`src/shared/chan_regs_pkg.sv`:
```
package chan_regs_pkg;

    // Register map
    localparam logic [4:0]  EXT_STATUS_ADDR    = 5'h0f;
    localparam logic [4:0]  CHAN_CTRL0_ADDR    = 5'h10;

    // Extended status contents
    localparam logic [15:0] EXT_STATUS_VALUE   = 16'h8000;

    // Control register 0 field positions
    localparam int          GLOBAL_WRITE_BIT   = 15;
    localparam int          TX_AMP_BIT         = 14;
    localparam int          COMP_BIT           = 13;
    localparam int          PCS_BIT            = 12;
    localparam int          SWAP_BIT           = 11;
    localparam int          RELAY_BIT          = 10;
    localparam int          SHALLOW_BIT        = 9;
    localparam int          FAR_LOOP_BIT       = 8;
    localparam int          CTRL_LSB           = 8;
    localparam int          CTRL_W             = 7;

    // Reset value of bits 14:8 (amplitude, compensation, coding set)
    localparam logic [6:0]  CTRL_RESET         = 7'h70;

    // Field index within the stored 7-bit copy
    localparam int          F_TX_AMP           = TX_AMP_BIT - CTRL_LSB;
    localparam int          F_COMP             = COMP_BIT - CTRL_LSB;
    localparam int          F_PCS              = PCS_BIT - CTRL_LSB;
    localparam int          F_SWAP             = SWAP_BIT - CTRL_LSB;
    localparam int          F_RELAY            = RELAY_BIT - CTRL_LSB;
    localparam int          F_SHALLOW          = SHALLOW_BIT - CTRL_LSB;
    localparam int          F_FAR_LOOP         = FAR_LOOP_BIT - CTRL_LSB;

    // Management frame layout
    localparam int          PREAMBLE_BITS      = 32;
    localparam int          HEADER_BITS        = 12;
    localparam int          DATA_BITS          = 16;
    localparam logic [1:0]  OP_READ            = 2'h2;
    localparam logic [1:0]  OP_WRITE           = 2'h1;

    // Defaults
    localparam int          NUM_CHANNELS       = 6;
    localparam int          WORD_W             = 10;
    localparam logic [4:0]  PHY_BASE_DEFAULT   = 5'h00;

endpackage

```
`src/shared/mgmt_req_if.sv`:
```
`timescale 1ns/1ns
`default_nettype none
interface mgmt_req_if;
    logic        req;
    logic        we;
    logic [4:0]  phy_addr;
    logic [4:0]  reg_addr;
    logic [15:0] wdata;
    logic [15:0] rdata;
    logic        hit;

    modport engine (
        output req,
        output we,
        output phy_addr,
        output reg_addr,
        output wdata,
        input  rdata,
        input  hit
    );

    modport bank (
        input  req,
        input  we,
        input  phy_addr,
        input  reg_addr,
        input  wdata,
        output rdata,
        output hit
    );
endinterface
`default_nettype wire

```
`src/design/channel_ctrl_status_regs.sv`:
```
`timescale 1ns/1ns
`default_nettype none
// Summary of operation
// - Extended status bit 15 always reads one; writes ignored.
// - Extended status bits 14 to 0 read zero; writes ignored.
// - Global write set: bits 14:8 land in every channel at once.
// - Global write clear: only the addressed channel is updated.
// - Global write bit self clears, reads zero, resets to zero.
// - Amplitude bit, reset one: one full swing, zero half swing.
// - Compensation active only when register bit and strap both high.
// - Coding sublayer active only when register bit and strap both high.
// - Swap exchanges parallel interfaces of the two channels of a pair.
// - Swap acts on fixed pairs: first-second, third-fourth, fifth-sixth.
// - Swap active if register bit or swap strap high; bit resets zero.
// - Repeat sends partner's serial receive data instead of own transmit.
// - Repeat active if register bit or channel's relay strap high.
// - Shallow loopback only while standard bit and loop strap are low.
// - Shallow loopback returns parallel transmit to own parallel receive.
// - Far-end loopback returns serial receive to own serial transmit.
module channel_ctrl_status_regs
#(
    parameter int         CHANNELS = chan_regs_pkg::NUM_CHANNELS,
    parameter int         WORD     = chan_regs_pkg::WORD_W,
    parameter logic [4:0] PHY_BASE = chan_regs_pkg::PHY_BASE_DEFAULT
)
(
    // Clock and reset
    input  wire logic                         ref_clk,
    input  wire logic                         reset,
    // Management interface pins
    input  wire logic                         mdc_pin,
    input  wire logic                         mdio_in,
    output logic                              mdio_out,
    output logic                              mdio_oe,
    // Strap pins
    input  wire logic                         clock_tolerance_comp_strap,
    input  wire logic                         code_enable_strap,
    input  wire logic                         swap_strap,
    input  wire logic                         relay_strap_first,
    input  wire logic                         relay_strap_second,
    input  wire logic                         external_loop_strap,
    // Standard loopback bit of each channel, same clock
    input  wire logic [CHANNELS-1:0]          std_loopback,
    // Datapath words
    input  wire logic [CHANNELS-1:0][WORD-1:0] parallel_tx_in,
    input  wire logic [CHANNELS-1:0][WORD-1:0] serial_in,
    output logic      [CHANNELS-1:0][WORD-1:0] serial_out,
    output logic      [CHANNELS-1:0][WORD-1:0] parallel_rx_out,
    // Effective controls
    output logic      [CHANNELS-1:0]          tx_full_swing,
    output logic      [CHANNELS-1:0]          comp_active,
    output logic      [CHANNELS-1:0]          pcs_active,
    output logic      [CHANNELS-1:0]          swap_active,
    output logic      [CHANNELS-1:0]          relay_active,
    output logic      [CHANNELS-1:0]          shallow_loop_active,
    output logic      [CHANNELS-1:0]          far_loop_active
);
    import chan_regs_pkg::*;

    if (CHANNELS < 2 || CHANNELS > 32 || (CHANNELS % 2) != 0) begin : g_bad_ch
        $error("CHANNELS must be even, 2 to 32");
    end
    if (WORD < 1) begin : g_bad_word
        $error("WORD must be at least one");
    end

    function automatic logic [5:0] chan_of(input logic [4:0] phy);
        return {1'b0, phy} - {1'b0, PHY_BASE};
    endfunction

    function automatic logic chan_in_range(input logic [4:0] phy);
        return (phy >= PHY_BASE) && (chan_of(phy) < 6'(CHANNELS));
    endfunction

    mgmt_req_if mgmt ();

    mdio_frame_engine u_engine (
        .ref_clk  (ref_clk),
        .reset    (reset),
        .mdc_pin  (mdc_pin),
        .mdio_in  (mdio_in),
        .mdio_out (mdio_out),
        .mdio_oe  (mdio_oe),
        .mgmt     (mgmt)
    );

    // Straps are asynchronous pins: two flops before use
    logic [5:0] strap_s1_ff;
    logic [5:0] strap_s2_ff;

    always_ff @(posedge ref_clk) begin
        strap_s1_ff <= {clock_tolerance_comp_strap, code_enable_strap,
                        swap_strap, relay_strap_first,
                        relay_strap_second, external_loop_strap};
        strap_s2_ff <= strap_s1_ff;
    end

    wire comp_strap  = strap_s2_ff[5];
    wire code_strap  = strap_s2_ff[4];
    wire swap_pin    = strap_s2_ff[3];
    wire relay_a_pin = strap_s2_ff[2];
    wire relay_b_pin = strap_s2_ff[1];
    wire loop_pin    = strap_s2_ff[0];

    wire       acc_hit     = chan_in_range(mgmt.phy_addr);
    wire [5:0] acc_chan    = chan_of(mgmt.phy_addr);
    wire       is_ext_stat = (mgmt.reg_addr == EXT_STATUS_ADDR);
    wire       is_ctrl0    = (mgmt.reg_addr == CHAN_CTRL0_ADDR);
    wire       wr_ctrl0    = mgmt.req & mgmt.we & acc_hit & is_ctrl0;
    wire       wr_global   = mgmt.wdata[GLOBAL_WRITE_BIT];
    wire [CTRL_W-1:0] wr_field = mgmt.wdata[TX_AMP_BIT:FAR_LOOP_BIT];

    assign mgmt.hit = acc_hit;

    logic [CHANNELS-1:0][CTRL_W-1:0] ctrl_ff;
    logic [15:0]                     rdata_ff;

    genvar g;
    generate
        for (g = 0; g < CHANNELS; g++) begin : g_chan
            wire sel = (acc_chan == 6'(g));
            wire upd = wr_ctrl0 & (wr_global | sel);

            always_ff @(posedge ref_clk) begin
                if (reset) begin
                    ctrl_ff[g] <= CTRL_RESET;
                end else if (upd) begin
                    ctrl_ff[g] <= wr_field;
                end
            end
        end
    endgenerate

    // Global write bit is never stored, so it reads zero
    wire [15:0] ctrl0_view = {1'b0, ctrl_ff[acc_chan[4:0]], 8'h00};
    wire [15:0] read_mux   = !acc_hit    ? 16'h0000 :
                             is_ext_stat ? EXT_STATUS_VALUE :
                             is_ctrl0    ? ctrl0_view :
                                           16'h0000;

    always_ff @(posedge ref_clk) begin
        if (reset) begin
            rdata_ff <= 16'h0000;
        end else if (mgmt.req & ~mgmt.we) begin
            rdata_ff <= read_mux;
        end
    end

    assign mgmt.rdata = rdata_ff;

    // Effective controls, recomputed every cycle
    generate
        for (g = 0; g < CHANNELS; g++) begin : g_eff
            localparam int P = g ^ 1;
            wire [CTRL_W-1:0] c = ctrl_ff[g];
            wire relay_pin = (g % 2 == 0) ? relay_a_pin : relay_b_pin;

            assign tx_full_swing[g] = c[F_TX_AMP];
            assign comp_active[g]   = c[F_COMP] & comp_strap;
            assign pcs_active[g]    = c[F_PCS] & code_strap;
            // Either channel of a pair turns swap on for both
            assign swap_active[g]   = c[F_SWAP] | ctrl_ff[P][F_SWAP]
                                      | swap_pin;
            assign relay_active[g]  = c[F_RELAY] | relay_pin;
            assign shallow_loop_active[g] = c[F_SHALLOW]
                                      & ~std_loopback[g]
                                      & ~loop_pin;
            assign far_loop_active[g] = c[F_FAR_LOOP];
        end
    endgenerate

    logic [CHANNELS-1:0][WORD-1:0] stx_ff;
    logic [CHANNELS-1:0][WORD-1:0] prx_ff;

    generate
        for (g = 0; g < CHANNELS; g++) begin : g_path
            localparam int P = g ^ 1;
            wire [WORD-1:0] tx_src = swap_active[g] ? parallel_tx_in[P]
                                                    : parallel_tx_in[g];
            wire [WORD-1:0] rx_src = swap_active[g] ? serial_in[P]
                                                    : serial_in[g];
            // Far-end loopback overrides repeat and normal traffic
            wire [WORD-1:0] nxt_stx = far_loop_active[g] ? serial_in[g] :
                                      relay_active[g]    ? serial_in[P] :
                                                           tx_src;
            wire [WORD-1:0] nxt_prx = shallow_loop_active[g]
                                      ? parallel_tx_in[g]
                                      : rx_src;

            always_ff @(posedge ref_clk) begin
                if (reset) begin
                    stx_ff[g] <= '0;
                    prx_ff[g] <= '0;
                end else begin
                    stx_ff[g] <= nxt_stx;
                    prx_ff[g] <= nxt_prx;
                end
            end
        end
    endgenerate

    assign serial_out      = stx_ff;
    assign parallel_rx_out = prx_ff;

endmodule
`default_nettype wire

```
`src/design/mdio_frame_engine.sv`:
```
`timescale 1ns/1ns
`default_nettype none
module mdio_frame_engine
(
    // Clock and reset
    input  wire logic ref_clk,
    input  wire logic reset,
    // Management pins
    input  wire logic mdc_pin,
    input  wire logic mdio_in,
    output logic      mdio_out,
    output logic      mdio_oe,
    // Request towards the register bank
    mgmt_req_if.engine mgmt
);
    import chan_regs_pkg::*;

    typedef enum logic [2:0] {
        ST_IDLE,
        ST_START,
        ST_HEADER,
        ST_TURN,
        ST_DATA
    } frame_state_e;

    frame_state_e state_ff;
    logic         mdc_s1_ff;
    logic         mdc_s2_ff;
    logic         mdc_prev_ff;
    logic         dat_s1_ff;
    logic         dat_s2_ff;
    logic [5:0]   ones_ff;
    logic [3:0]   cnt_ff;
    logic [15:0]  shift_ff;
    logic         is_rd_ff;
    logic         out_ff;
    logic         oe_ff;
    logic         req_ff;
    logic         we_ff;
    logic [4:0]   phy_ff;
    logic [4:0]   reg_ff;
    logic [15:0]  wdata_ff;

    wire          bit_rise   = mdc_s2_ff & ~mdc_prev_ff;
    wire          bit_in     = dat_s2_ff;
    wire [15:0]   nxt_shift  = {shift_ff[14:0], bit_in};
    wire [1:0]    hdr_op     = nxt_shift[11:10];
    wire          hdr_ok     = (hdr_op == OP_READ) || (hdr_op == OP_WRITE);
    wire          drive_rd   = is_rd_ff & mgmt.hit;
    wire          pre_done   = (ones_ff >= 6'(PREAMBLE_BITS));

    // Both pins pass two flops; clock and data keep equal delay
    always_ff @(posedge ref_clk) begin
        mdc_s1_ff   <= mdc_pin;
        mdc_s2_ff   <= mdc_s1_ff;
        mdc_prev_ff <= mdc_s2_ff;
        dat_s1_ff   <= mdio_in;
        dat_s2_ff   <= dat_s1_ff;
    end

    always_ff @(posedge ref_clk) begin
        if (reset) begin
            state_ff <= ST_IDLE;
            ones_ff  <= 6'h00;
            cnt_ff   <= 4'h0;
            shift_ff <= 16'h0000;
            is_rd_ff <= 1'b0;
            out_ff   <= 1'b1;
            oe_ff    <= 1'b0;
            req_ff   <= 1'b0;
            we_ff    <= 1'b0;
            phy_ff   <= 5'h00;
            reg_ff   <= 5'h00;
            wdata_ff <= 16'h0000;
        end else begin
            req_ff <= 1'b0;
            if (bit_rise) begin
                case (state_ff)
                    ST_IDLE: begin
                        if (bit_in) begin
                            if (!pre_done) begin
                                ones_ff <= ones_ff + 6'h01;
                            end
                        end else begin
                            ones_ff <= 6'h00;
                            if (pre_done) begin
                                state_ff <= ST_START;
                            end
                        end
                    end
                    ST_START: begin
                        cnt_ff   <= 4'h0;
                        state_ff <= bit_in ? ST_HEADER : ST_IDLE;
                    end
                    ST_HEADER: begin
                        shift_ff <= nxt_shift;
                        cnt_ff   <= cnt_ff + 4'h1;
                        if (cnt_ff == 4'(HEADER_BITS - 1)) begin
                            cnt_ff   <= 4'h0;
                            is_rd_ff <= (hdr_op == OP_READ);
                            phy_ff   <= nxt_shift[9:5];
                            reg_ff   <= nxt_shift[4:0];
                            state_ff <= hdr_ok ? ST_TURN : ST_IDLE;
                            // Read data is fetched early, long before use
                            req_ff   <= (hdr_op == OP_READ);
                            we_ff    <= 1'b0;
                        end
                    end
                    ST_TURN: begin
                        cnt_ff <= cnt_ff + 4'h1;
                        if (cnt_ff == 4'h0) begin
                            oe_ff  <= drive_rd;
                            out_ff <= 1'b0;
                        end else begin
                            cnt_ff   <= 4'h0;
                            state_ff <= ST_DATA;
                            out_ff   <= drive_rd ? mgmt.rdata[15] : 1'b1;
                            shift_ff <= {mgmt.rdata[14:0], 1'b0};
                        end
                    end
                    ST_DATA: begin
                        cnt_ff <= cnt_ff + 4'h1;
                        if (is_rd_ff) begin
                            out_ff   <= shift_ff[15];
                            shift_ff <= {shift_ff[14:0], 1'b0};
                        end else begin
                            shift_ff <= nxt_shift;
                        end
                        if (cnt_ff == 4'(DATA_BITS - 1)) begin
                            state_ff <= ST_IDLE;
                            oe_ff    <= 1'b0;
                            out_ff   <= 1'b1;
                            ones_ff  <= 6'h00;
                            req_ff   <= ~is_rd_ff;
                            we_ff    <= ~is_rd_ff;
                            wdata_ff <= nxt_shift;
                        end
                    end
                    default: begin
                        state_ff <= ST_IDLE;
                    end
                endcase
            end
        end
    end

    assign mdio_out      = out_ff;
    assign mdio_oe       = oe_ff;
    assign mgmt.req      = req_ff;
    assign mgmt.we       = we_ff;
    assign mgmt.phy_addr = phy_ff;
    assign mgmt.reg_addr = reg_ff;
    assign mgmt.wdata    = wdata_ff;

endmodule
`default_nettype wire

```
`config.mk`:
```
export PLATFORM = sky130hd
export DESIGN_NAME = channel_ctrl_status_regs
export DESIGN_NICKNAME = d
export VERILOG_FILES = /design/src/shared/chan_regs_pkg.sv /design/src/shared/mgmt_req_if.sv /design/src/design/channel_ctrl_status_regs.sv /design/src/design/mdio_frame_engine.sv
export SDC_FILE = /design/constraint.sdc
export NUM_CORES = 1
export LEC_CHECK = 0
export BUFFER_PORTS_ARGS = -buffer_cell sky130_fd_sc_hd__buf_2
export CAP_MARGIN = 20
export CELL_PAD_IN_SITES_DETAIL_PLACEMENT = 2
export CELL_PAD_IN_SITES_GLOBAL_PLACEMENT = 2
export CORE_UTILIZATION = 30
export CTS_BUF_LIST = sky130_fd_sc_hd__clkbuf_4 sky130_fd_sc_hd__clkbuf_8
export DETAILED_ROUTE_END_ITERATION = 8
export MAX_ROUTING_LAYER = met4
export PLACE_DENSITY = 0.87
export SLEW_MARGIN = 10
export SYNTH_ARGS = -nofsm -noshare
export SYNTH_HDL_FRONTEND = slang
export SYNTH_SLANG_ARGS = --single-unit
export TNS_END_PERCENT = 30
```
`constraint.sdc`:
```
create_clock -name ref_clk -period 4.6 [get_ports ref_clk]
set_clock_uncertainty 0.15 [all_clocks]
set_input_delay 0.92 -clock ref_clk [delete_from_list [all_inputs] [get_ports ref_clk]]
set_output_delay 0.92 -clock ref_clk [all_outputs]
set_load 0.01 [all_outputs]
```
# Yosys cells after proc, flatten, opt, wreduce, memory -nomap -nowiden
# Cells that the tools add are included.
# totals
register_bits,255
latchBits,0
mem_bits_rw,0
mem_bits_ro,0
input_bits,136
out_inout_bits,164
mem_count,0
# op_classes
addsub,2
mul,0
n_div,0
n_lt_le_gt_ge,4
eq_ne,23
shift,0
n_mux,67
n_bitwise,65
n_reduce_logical,20
# op_table
cell,count
two-way mux 10 bit,30
two-way mux 16 bit,3
one-hot mux 16 bit (3 select lines),1
bitwise AND 1 bit,36
binary-select mux 7 bit (select 3 bit),1
two-way mux 6 bit,3
bitwise OR 1 bit,18
one-hot mux 4 bit (4 select lines),1
two-way mux 15 bit,1
two-way mux 3 bit,5
one-hot mux 3 bit (5 select lines),1
one-hot mux 6 bit (2 select lines),1
AND reduction 3 bit,4
AND reduction 4 bit,3
two-way mux 1 bit,11
inverter 1 bit,11
== test 5 x 2 -> 1 bit (second input constant),2
== test 5 x 3 -> 1 bit (second input constant),2
== test 4 bit (second input constant),2
two-way mux 4 bit,2
inequality test 2 x 1 -> 1 bit (second input constant),4
one-hot mux 1 bit (2 select lines),4
two-way mux 7 bit,1
adder 6 x 1 -> 6 bit (second input constant),1
other kinds (28),33

# Depth between registers and ports, before layout
# Gate-level depths: netlist of the first run.
# depth
depth_word,6
ltp_mapped,7

# By module
# A second synthesis of the first run with hierarchy kept.
# unflattened
hier_cells,1311
hier_area_um2,11656.2
# modules_own_cells
module,instances,cells_each,area_each_um2,seq_area_each_um2
channel_ctrl_status_regs,1,982,8560.7,3643.5
mdio_frame_engine,1,329,3095.5,1301.2

# Worst setup path after synthesis of the first run
# No wires, ideal clock.
# synth_timing
path_type,input-to-output
startpoint,input std_loopback[0]
endpoint,output shallow_loop_active[0]
t_arrival_ns,1.417
slack_ns,2.113
path_stages,4
path_buffers,1
path_cell_list,nor2_1 nand2_1 clkbuf_1 inv_1
# synth_via
elab_chain_len,3
# synth_rtl
element,line_no,text
start: declaration,channel_ctrl_status_regs.sv:43,"input wire logic [CHANNELS-1:0] std_loopback,"
inverter 1 bit,channel_ctrl_status_regs.sv:166,& ~std_loopback[g]
bitwise AND 1 bit,channel_ctrl_status_regs.sv:166,
bitwise AND 1 bit,channel_ctrl_status_regs.sv:167,& ~loop_pin;
end: declaration,channel_ctrl_status_regs.sv:55,"output logic [CHANNELS-1:0] shallow_loop_active,"
# No other way between the ends.

# Final worst setup path of the first run
# layout_timing
startpoint,register strap_s2_ff[0]
endpoint,output shallow_loop_active[4]
# layout_via
elab_chain_len,2
# layout_rtl
element,line_no,text
start: declaration,channel_ctrl_status_regs.sv:89,logic [5:0] strap_s2_ff;
start signal: assignment,channel_ctrl_status_regs.sv:95,strap_s2_ff <= strap_s1_ff;
inverter 1 bit,channel_ctrl_status_regs.sv:167,
bitwise AND 1 bit,channel_ctrl_status_regs.sv:167,
# No other way between the ends.

==> results.ini, run 1 <==
[timing]
timing.slew.headroom_pct = 30.0
period_minus_slack_ps = 3260
period_share_pct = 70.9
setup_violations = 0
setup_tns_ps = 0
slew_violations = 0
max_freq_mhz = 307
holdWs_ps = 174
rsz0062_at_grt = no
tightestPinTransition_ps = 1040
finalHoldViolations = 0

[power]
p_leak_nw = 6.10
vdd_ir_drop_max_mv = 0.180
power_density_nw_per_um2 = 350

[die]
std_cell_rows = 70
die_area_um2 = 38000
initial_core_util_pct = 30.5
die_w_um = 195
die_h_um = 195
coreArea_um2 = 36600
io_pins = 300

[cts]
cts_root_buf = clkbuf_8
clock_path_buffers = 3
path_clk_slew_ps = 60
cts_tree = yes
cts_setup_buffers = 0
cts_buffers = 45
holdBufCountCts = 0
cts_max_level = 2
clk_latency_ps = 590
cts.sinks = 239
cts_resized = 0

[critical_path]
crit_slowest_cell = nand2_1
reg2reg_from = u_engine.mgmt.phy_addr[1]
path_class = flip-flop to output pin
cp_cell_sequence = nor2_1 > nand2_1 > inv_1 > buf_2
slowest_delay_ps = 630
crit_path_start_kind = flip-flop
startpoint = strap_s2_ff[0]
reg2reg_depth = 4
critPathRequiredTime_ps = 3530
crit_fanout = 21
regToRegSetupSlack_ps = 1890
worstPathArrival_ps = 2190
cp-end-kind = output pin

[yosys]
syn_nets = 1315
yosysWarnings = 0
ys_seq_area_share_pct = 42.8
synth_async_sr_flop_share_pct = 0
avgSynthCellArea_um2 = 9.52
synth.distinct_cells = 56
synth_area_um2 = 11200
syn_inst = 1174
synth_ff_type = dfxtp_1
ys_ff_latch = 239
synth_edf_count = 0

[cells_and_area]
final_cells = 1933
fin_nets = 1569
drive_gt1_share_pct = 33.7
final_cell_mix = 298 x buf_2, 239 x dfxtp_1, 188 x mux2i_1
layout_commonest_cell = buf_2
fillers = 4060
syn2layout_area_growth_pct = 23.8

[placed_design]
dpl.cell_count = 1847
portBuffers = 299
place.gp.congestion = 0.830
dpl.hpwl_mm = 29.4

[global_routing]
antenna_found_initial = 5
gr-total-overflow = 0
grtUsageMet2_pct = 38.4
grt_pass1_wl_mm = 64.6
groute.usage.overall_pct = 22.2
grt_pass1_vias = 11300
top_usage_layer = met2
grt_max_degree = 106
gr-usage-met1_pct = 25.1
use_met3_pct = 3.70

[run]
maxCapViolCount = 0

[detailed_routing]
num_vias = 10300
drt_iter0_drc = 366
via_per_inst = 5.32
totalWireLength_mm = 42.4
wl_per_cell_um = 21.9
first_pass_iters = 4
ant_nets = 0
drc = 0

[worst_hold_path]
hold_path_depth = 0
worstHoldStart = strap_s1_ff[2]
hold_class = flip-flop to flip-flop

[run_status]
status = complete, no violations

[where the power goes]
group / switching [mW] / internal, mW / total (mW)
registers: 0.0313 / 2.15 / 2.19
clock network: 0.921 / 1.19 / 2.11
logic: 0.315 / 0.235 / 0.550
[final cells by class]
class | count | area (um2) | share of cell area [%]
Inverter | 18 | 67.6 | 0.488
Multi-Input combinational cell | 813 | 5850 | 42.3
Tap cell | 468 | 586 | 4.23
Sequential cell | 239 | 4780 | 34.6
Clock inverter | 5 | 35.0 | 0.253
Antenna cell | 7 | 17.5 | 0.127
Timing Repair Buffer | 311 | 1630 | 11.8
Clock buffer | 72 | 866 | 6.26
[state kept, by name, indices dropped and copies added, names as in the netlist, 3 cells and up]
signal	count
g_eff.c	42
mgmt.rdata	8
parallel_rx_out	60
serial_out	60
strap_s1_ff	6
strap_s2_ff	6
u_engine.cnt_ff	4
u_engine.mgmt.phy_addr	5
u_engine.mgmt.reg_addr	5
u_engine.mgmt.wdata	8
u_engine.ones_ff	6
u_engine.shift_ff	16
u_engine.state_ff	3
[worst max-delay path: cells and delay by family (launching register included)]
family | cells | cell delay (ps)
buffers and inverters | 2 | 270
flip-flops | 1 | 590
AND/OR/NAND/NOR | 2 | 730
[Yosys cell counts, types with 2 or more instances]
cell type    n  share of area [%]
nand3b_1     4               0.27
nor3_2       3               0.27
mux2_2      67                6.7
nand4_1     13               0.73
buf_1        7               0.24
nor4_1       3               0.17
buf_2       14               0.63
and3_1       2               0.11
nor2_1     121                4.1
nand4b_1     2               0.16
and3b_1      2               0.16
a22oi_1      9               0.60
or2_2       13               0.73
buf_4       24                1.6
mux4_2       7                1.4
or3b_2       3               0.24
nor3b_1      5               0.34
o21ai_2      4               0.31
or3_1        3               0.17
clkbuf_1    58                1.9
o22ai_1     61                3.4
and2_1      14               0.78
or3b_1       2               0.16
o221ai_1     3               0.24
nor3_1       5               0.22
a31oi_1      6               0.34
inv_1       17               0.57
dfxtp_1    239                 43
o21ai_0     25                1.1
nand2_1    113                3.8
a211oi_1    62                4.2
a311oi_1     7               0.55
nand3_1     10               0.45
ha_1         5               0.56
a21oi_1     28                1.3
mux2i_1    188                 17
or4_1        2               0.13
nand2b_1     5               0.28
[layer usage]
metal  part of all wire, %  vias up
li1                      -     4731
met1                    41     5163
met2                    51      298
met3                   4.1       98
met4                   3.4        0
met5                     0        -
[kinds of logic (layout without fill, tap and decap cells)]
| logic type | after synthesis | count (layout) | synth area share, % |
|---|---|---|---|
| simple gates | 333 | 333 | 13.8 |
| mux | 262 | 262 | 25.0 |
| fa+ha+maj | 5 | 5 | 0.560 |
| compound gates | 212 | 212 | 12.6 |
| xor+xnor | 1 | 1 | 0.0784 |
| buf+inv | 122 | 406 | 5.13 |
| other cells | 0 | 7 | 0 |
| flops | 239 | 239 | 42.8 |
[stage by stage]
step	instance area (um2)	setup slack [ps]	util, %	power [mW]
after floorplan	11200	2110	-	2.51
after global placement	12900	1670	35.2	2.75
after detailed placement	12900	1610	35.2	2.77
after CTS	13800	1300	37.6	4.90
after global routing	13800	1230	37.8	5.05
final	13800	1340	37.8	4.84
[worst paths after layout]
path	to
max reg2reg	g_eff[0].c[4]
min	strap_s2_ff[2]
max	shallow_loop_active[4]
min reg2reg	strap_s2_ff[2]
Note: power is estimated with default switching activity, not from simulation.
==> inputs of run 2 (changes only) <==
ABC_AREA = 1   (was default)
CORE_UTILIZATION = 26   (was 30)
PLACE_DENSITY = 0.88   (was 0.87)
clock period = 2.9 ns   (was 4.6 ns; I/O delays follow)
==> results.ini, run 2 <==
[run_status]
status = complete, no violations

[yosys]
yosysMostFrequentCell = a21oi_1
synth-compound-area-share_pct = 26.4
yosysWarnings = 0
ys_seq_area_share_pct = 41.7
avgSynthCellArea_um2 = 6.85
synthAdderAreaFrac_pct = 0.546
synth_ff_type = dfxtp_1
synth_area_um2 = 11500
yosys.area_share.simple_pct = 19.1
synth_xor_area_share_pct = 0.153
synth_mux_area_share_pct = 0
ys_ff_latch = 239
netlist_top_cells_count = 306 x a21oi_1, 272 x nand2_1, 263 x o21ai_0
synth_edf_count = 0
syn_inst = 1673
synth_async_sr_flop_share_pct = 0
syn_nets = 1814
yosysTopAreaCellShare_pct = 41.7
yosysTopAreaCell = dfxtp_1
synth.distinct_cells = 32
synth_top_family_by_area = compound AO/OA/AOI/OAI gates
ys_top_cells_by_area = dfxtp_1 42%, a21oi_1 13%, o21ai_0 11%

[cts]
cts.sinks = 239
cts_setup_buffers = 0
clk_latency_ps = 630
cts_resized = 0
path_clk_slew_ps = 80
cts_max_level = 2
cts_root_buf = clkbuf_8
cts_buffers = 46
clock_path_buffers = 3
cts_tree = yes

[die]
io_pins = 300
coreArea_um2 = 43300
std_cell_rows = 76
initial_core_util_pct = 26.5
die_h_um = 212
die_w_um = 212
die_area_um2 = 44900

[detailed_routing]
via_per_inst = 5.09
first_pass_iters = 5
drt_iter0_drc = 558
wl_per_cell_um = 21.3
totalWireLength_mm = 54.7
num_vias = 13100
drc = 0
ant_nets = 0

[cells_and_area]
final_cell_mix = 306 x a21oi_1, 298 x buf_2, 270 x nand2_1
fillers = 5120
syn2layout_area_growth_pct = 27.2
layout_commonest_cell = a21oi_1
drive_gt1_share_pct = 23.4
fin_nets = 2086
multi_input_area_um2 = 5330
seq_area_um2 = 4780

[timing]
holdWs_ps = 116
setup_tns_ps = 0
period_minus_slack_ps = 2710
period_share_pct = 93.5
max_freq_mhz = 369
slew_violations = 0
tightestPinTransition_ps = 736
timing.slew.headroom_pct = 50.9
rsz0062_at_grt = no
setup_violations = 0
finalHoldViolations = 0

[critical_path]
startpoint = strap_s2_ff[0]
cp-end-kind = output pin
crit_fanout = 5
worstPathArrival_ps = 1980
critPathRequiredTime_ps = 2170
path_class = flip-flop to output pin
crit_path_start_kind = flip-flop
reg2reg_from = u_engine.mgmt.phy_addr[0]

[worst_hold_path]
worstHoldStart = serial_in[19]
hold_class = input port to flip-flop

[power]
vdd_ir_drop_max_mv = 0.490
p_int_mw = 5.94
power_frac_clock_pct = 46.9
p_leak_nw = 7.03
power_density_nw_per_um2 = 564
power_switching_mw = 2.28
power_frac_seq_pct = 42.2
switching_share_pct = 27.8
combPwrFrac_pct = 10.9

[global_routing]
grt_max_degree = 108
antenna_found_initial = 7
gr-usage-met1_pct = 27.4
use_met3_pct = 4.69
grt_pass1_wl_mm = 82.7
grtUsageMet2_pct = 41.4
top_usage_layer = met2
grt_pass1_vias = 14200
gr-total-overflow = 0
groute.usage.overall_pct = 24.5

[run]
maxCapViolCount = 0

[placed_design]
portBuffers = 299
dpl.hpwl_mm = 37.3
place.gp.congestion = 0.887

[run 2: what timing repair did]
| item | CTS | global route |
|---|---|---|
| hold buffers | 8 | 0 |
| endpoints found under the setup margin | 0 | 0 |
| endpoints found under the hold margin | 8 | 0 |
[run 2: through the flow]
stage	setup WS, ps	cells	utilization (%)	power, mW	instance area [um2]
global placement	746	2474	31.1	4.35	13400
CTS	137	2565	33.7	8.30	14600
floorplan	1040	1673	-	3.95	11500
detailed placement	620	2474	31.1	4.40	13400
finish	190	2571	33.7	8.22	14600
global route	125	2571	33.7	8.55	14600
[run 2: logic make-up after synthesis]
kind of cell	after synthesis
compound gates	590
buf+inv	335
simple gates	502
flops	239
fa+ha+maj	5
xor+xnor	2
[run 2: layout make-up]
type                       count  area share (%)
inverter                     221            5.69
clock inverter                11           0.772
sequential                   239            32.8
tap                          585            5.02
timing repair buffer         338            12.7
antenna                        6           0.103
multi-input combinational   1099            36.6
clock buffer                  72            6.37
[run 2: critical path, stage by stage (launching register included)]
cell,delay [ps]
dfxtp_1,550
buf_4,280
nor3b_2,310
buf_2,200
[run 2: power groups by stage]
stage          combinational [mW]  sequential (mW)  clock (mW)
2_1_floorplan               0.370             3.58           0
3_3_place_gp                0.813             3.54           0
3_5_place_dp                0.856             3.54           0
4_1_cts                     0.890             3.47        3.94
5_1_grt                     0.986             3.48        4.09
6_report                    0.897             3.47        3.86
[run 2: final timing paths]
kind                                                to  slack, ps  depth (start not counted)
worst max-delay path            shallow_loop_active[1]        190                          3
worst min register to register          strap_s2_ff[4]        170                          0
worst max register to register           g_eff[1].c[3]        520                          7
worst min-delay path                    serial_out[19]        120                          3
[run 2: per-layer routing]
metal,vias to the layer above,part of all wire [%]
li1,6038,-
met1,6471,41
met2,406,49
met3,166,5.3
met4,0,5.0
met5,-,0
==> inputs of run 3 (changes only) <==
ABC_AREA = default   (was 1)
CORE_MARGIN = 8   (was default)
CORE_UTILIZATION = 30   (was 26)
PLACE_DENSITY = 0.9   (was 0.88)
clock period = 2.2 ns   (was 2.9 ns; I/O delays follow)
==> results.ini, run 3 (same netlist as run 1, synthesis figures left out) <==
[worst_hold_path]
hold_class = input port to flip-flop

[timing]
period_minus_slack_ps = 2200
period_share_pct = 100
rsz0062_at_grt = yes
fin_ws_ps = -2.77
holdWs_ps = 30.2
max_freq_mhz = 454
timing.slew.headroom_pct = 56.4
tightestPinTransition_ps = 653
setup_violations = 1
slew_violations = 0
finalHoldViolations = 0

[critical_path]
cp-end-kind = output pin
slowest_delay_ps = 480
crit_fanout = 8
worstPathArrival_ps = 1610
critPathTopFamily = flip-flops
critPathBufInv = 1
critPathRequiredTime_ps = 1610
cp_cell_sequence = or2_4 > buf_2
crit_path_start_kind = flip-flop
crit_slowest_cell = dfxtp_1
path_class = flip-flop to output pin

[cells_and_area]
fillers = 3855
postLayoutCellArea_um2 = 15500
drive_gt1_share_pct = 35.2
syn2layout_area_growth_pct = 38.8
final_cell_mix = 294 x buf_2, 232 x dfxtp_1, 187 x mux2i_1
fin_nets = 1725
final_cells = 2092
layout_commonest_cell = buf_2

[detailed_routing]
first_pass_iters = 5
drt_iter0_drc = 755
num_vias = 11900
ant_nets = 0
via_per_inst = 5.69
totalWireLength_mm = 62.3
drc = 0
wl_per_cell_um = 29.8

[run]
maxCapViolCount = 0

[die]
die_w_um = 209
coreArea_um2 = 36700
die_h_um = 209
io_pins = 300
std_cell_rows = 70
initial_core_util_pct = 30.5
die_area_um2 = 43700

[global_routing]
grt_max_degree = 41
groute.usage.overall_pct = 28.1
grt_pass1_vias = 13600
grt_pass1_wl_mm = 92.2
antenna_found_initial = 11
gr-total-overflow = 0

[cts]
path_clk_slew_ps = 70
cts_tree = yes
cts.sinks = 239
cts_root_buf = clkbuf_8
cts_buffers = 45
clock_path_buffers = 3
clk_latency_ps = 620
cts_max_level = 2

[placed_design]
dpl.cell_count = 1890
place_area_um2 = 13200
dpl.hpwl_mm = 34.8
place.gp.congestion = 0.874
portBuffers = 299

[run_status]
violations = setup timing
status = finished with violations

[power]
vdd_ir_drop_max_mv = 0.358
p_leak_nw = 6.89
power_density_nw_per_um2 = 691

## run 3: changes by cell type in the layout (fill, tap and decap cells not counted), moves of 28 or more
cell | before | now
a21oi_1 | 306 | 28
o21ai_0 | 263 | 24
inv_1 | 212 | 13
mux2i_1 | 0 | 187
nand2_1 | 270 | 110
nand3_1 | 115 | 10
dlygate4sd3_1 | 8 | 100
mux2_2 | 0 | 67
a211oi_1 | 0 | 62
o22ai_1 | 0 | 61
nor2_1 | 72 | 119
buf_4 | 29 | 57
## run 3: layout make-up
cell class / instances / area (um2) / share of cell area, %
diodes: 11 / 27.5 / 0.177
clock buffers: 70 / 851 / 5.48
clock inverters: 6 / 41.3 / 0.266
inverters: 18 / 75.1 / 0.484
multi-input cells: 813 / 5890 / 38.0
flip-flops and latches: 239 / 4800 / 30.9
well taps: 468 / 586 / 3.77
repair buffers: 467 / 3240 / 20.9
## run 3: what timing repair did
| item | CTS | global route |
|---|---|---|
| hold buffers | 100 | 0 |
| endpoints found under the hold margin | 100 | 0 |
| gates cloned | 6 | 0 |
| pin swaps | 3 | 2 |
| setup buffers | 9 | 0 |
| gates resized for setup | 22 | 16 |
| endpoints found under the setup margin | 17 | 24 |
## run 3: final timing paths
path	startpoint	cells after the start	slack, ps	to
min	serial_in[28]	3	30	serial_out[28]
min reg2reg	u_engine.mdc_s1_ff	0	180	u_engine.mdc_s2_ff
max	strap_s2_ff[2]	2	-3	relay_active[4]
max reg2reg	u_engine.cnt_ff[0]	7	30	u_engine.shift_ff[10]
## run 3: metal layers
layer	part of all wire (%)	global-route usage, %
met3	5.5	4.95
met5	0	-
met4	5.5	15.8
met1	38	30.3
met2	51	48.6
## run 3: worst register-to-register path: cells and delay by family, from the launching register on
family	cells	cell delay, ps
AND/OR/NAND/NOR	1	330
AO/OA/AOI/OAI	3	650
flip-flops	1	390
adder cells (fa/ha/maj)	1	220
buffers and inverters	2	340
## run 3: through the flow
stage	total power, mW	utilization [%]	TNS, ps	setup WS, ps
finish	10.7	42.3	-2.77	-2.77
global route	11.1	42.3	-49.7	-38.3
CTS	10.6	42.1	-61.1	-21.3
detailed placement	5.86	36.0	0	17.9
global placement	5.79	36.0	0	238
floorplan	5.26	-	0	294
## run 3: power breakdown
part | total, mW | internal [mW] | switching, mW
clock | 4.59 | 2.45 | 2.15
combinational | 1.53 | 0.692 | 0.839
sequential | 4.59 | 4.50 | 0.0905
total | 10.7 | 7.64 | 3.07
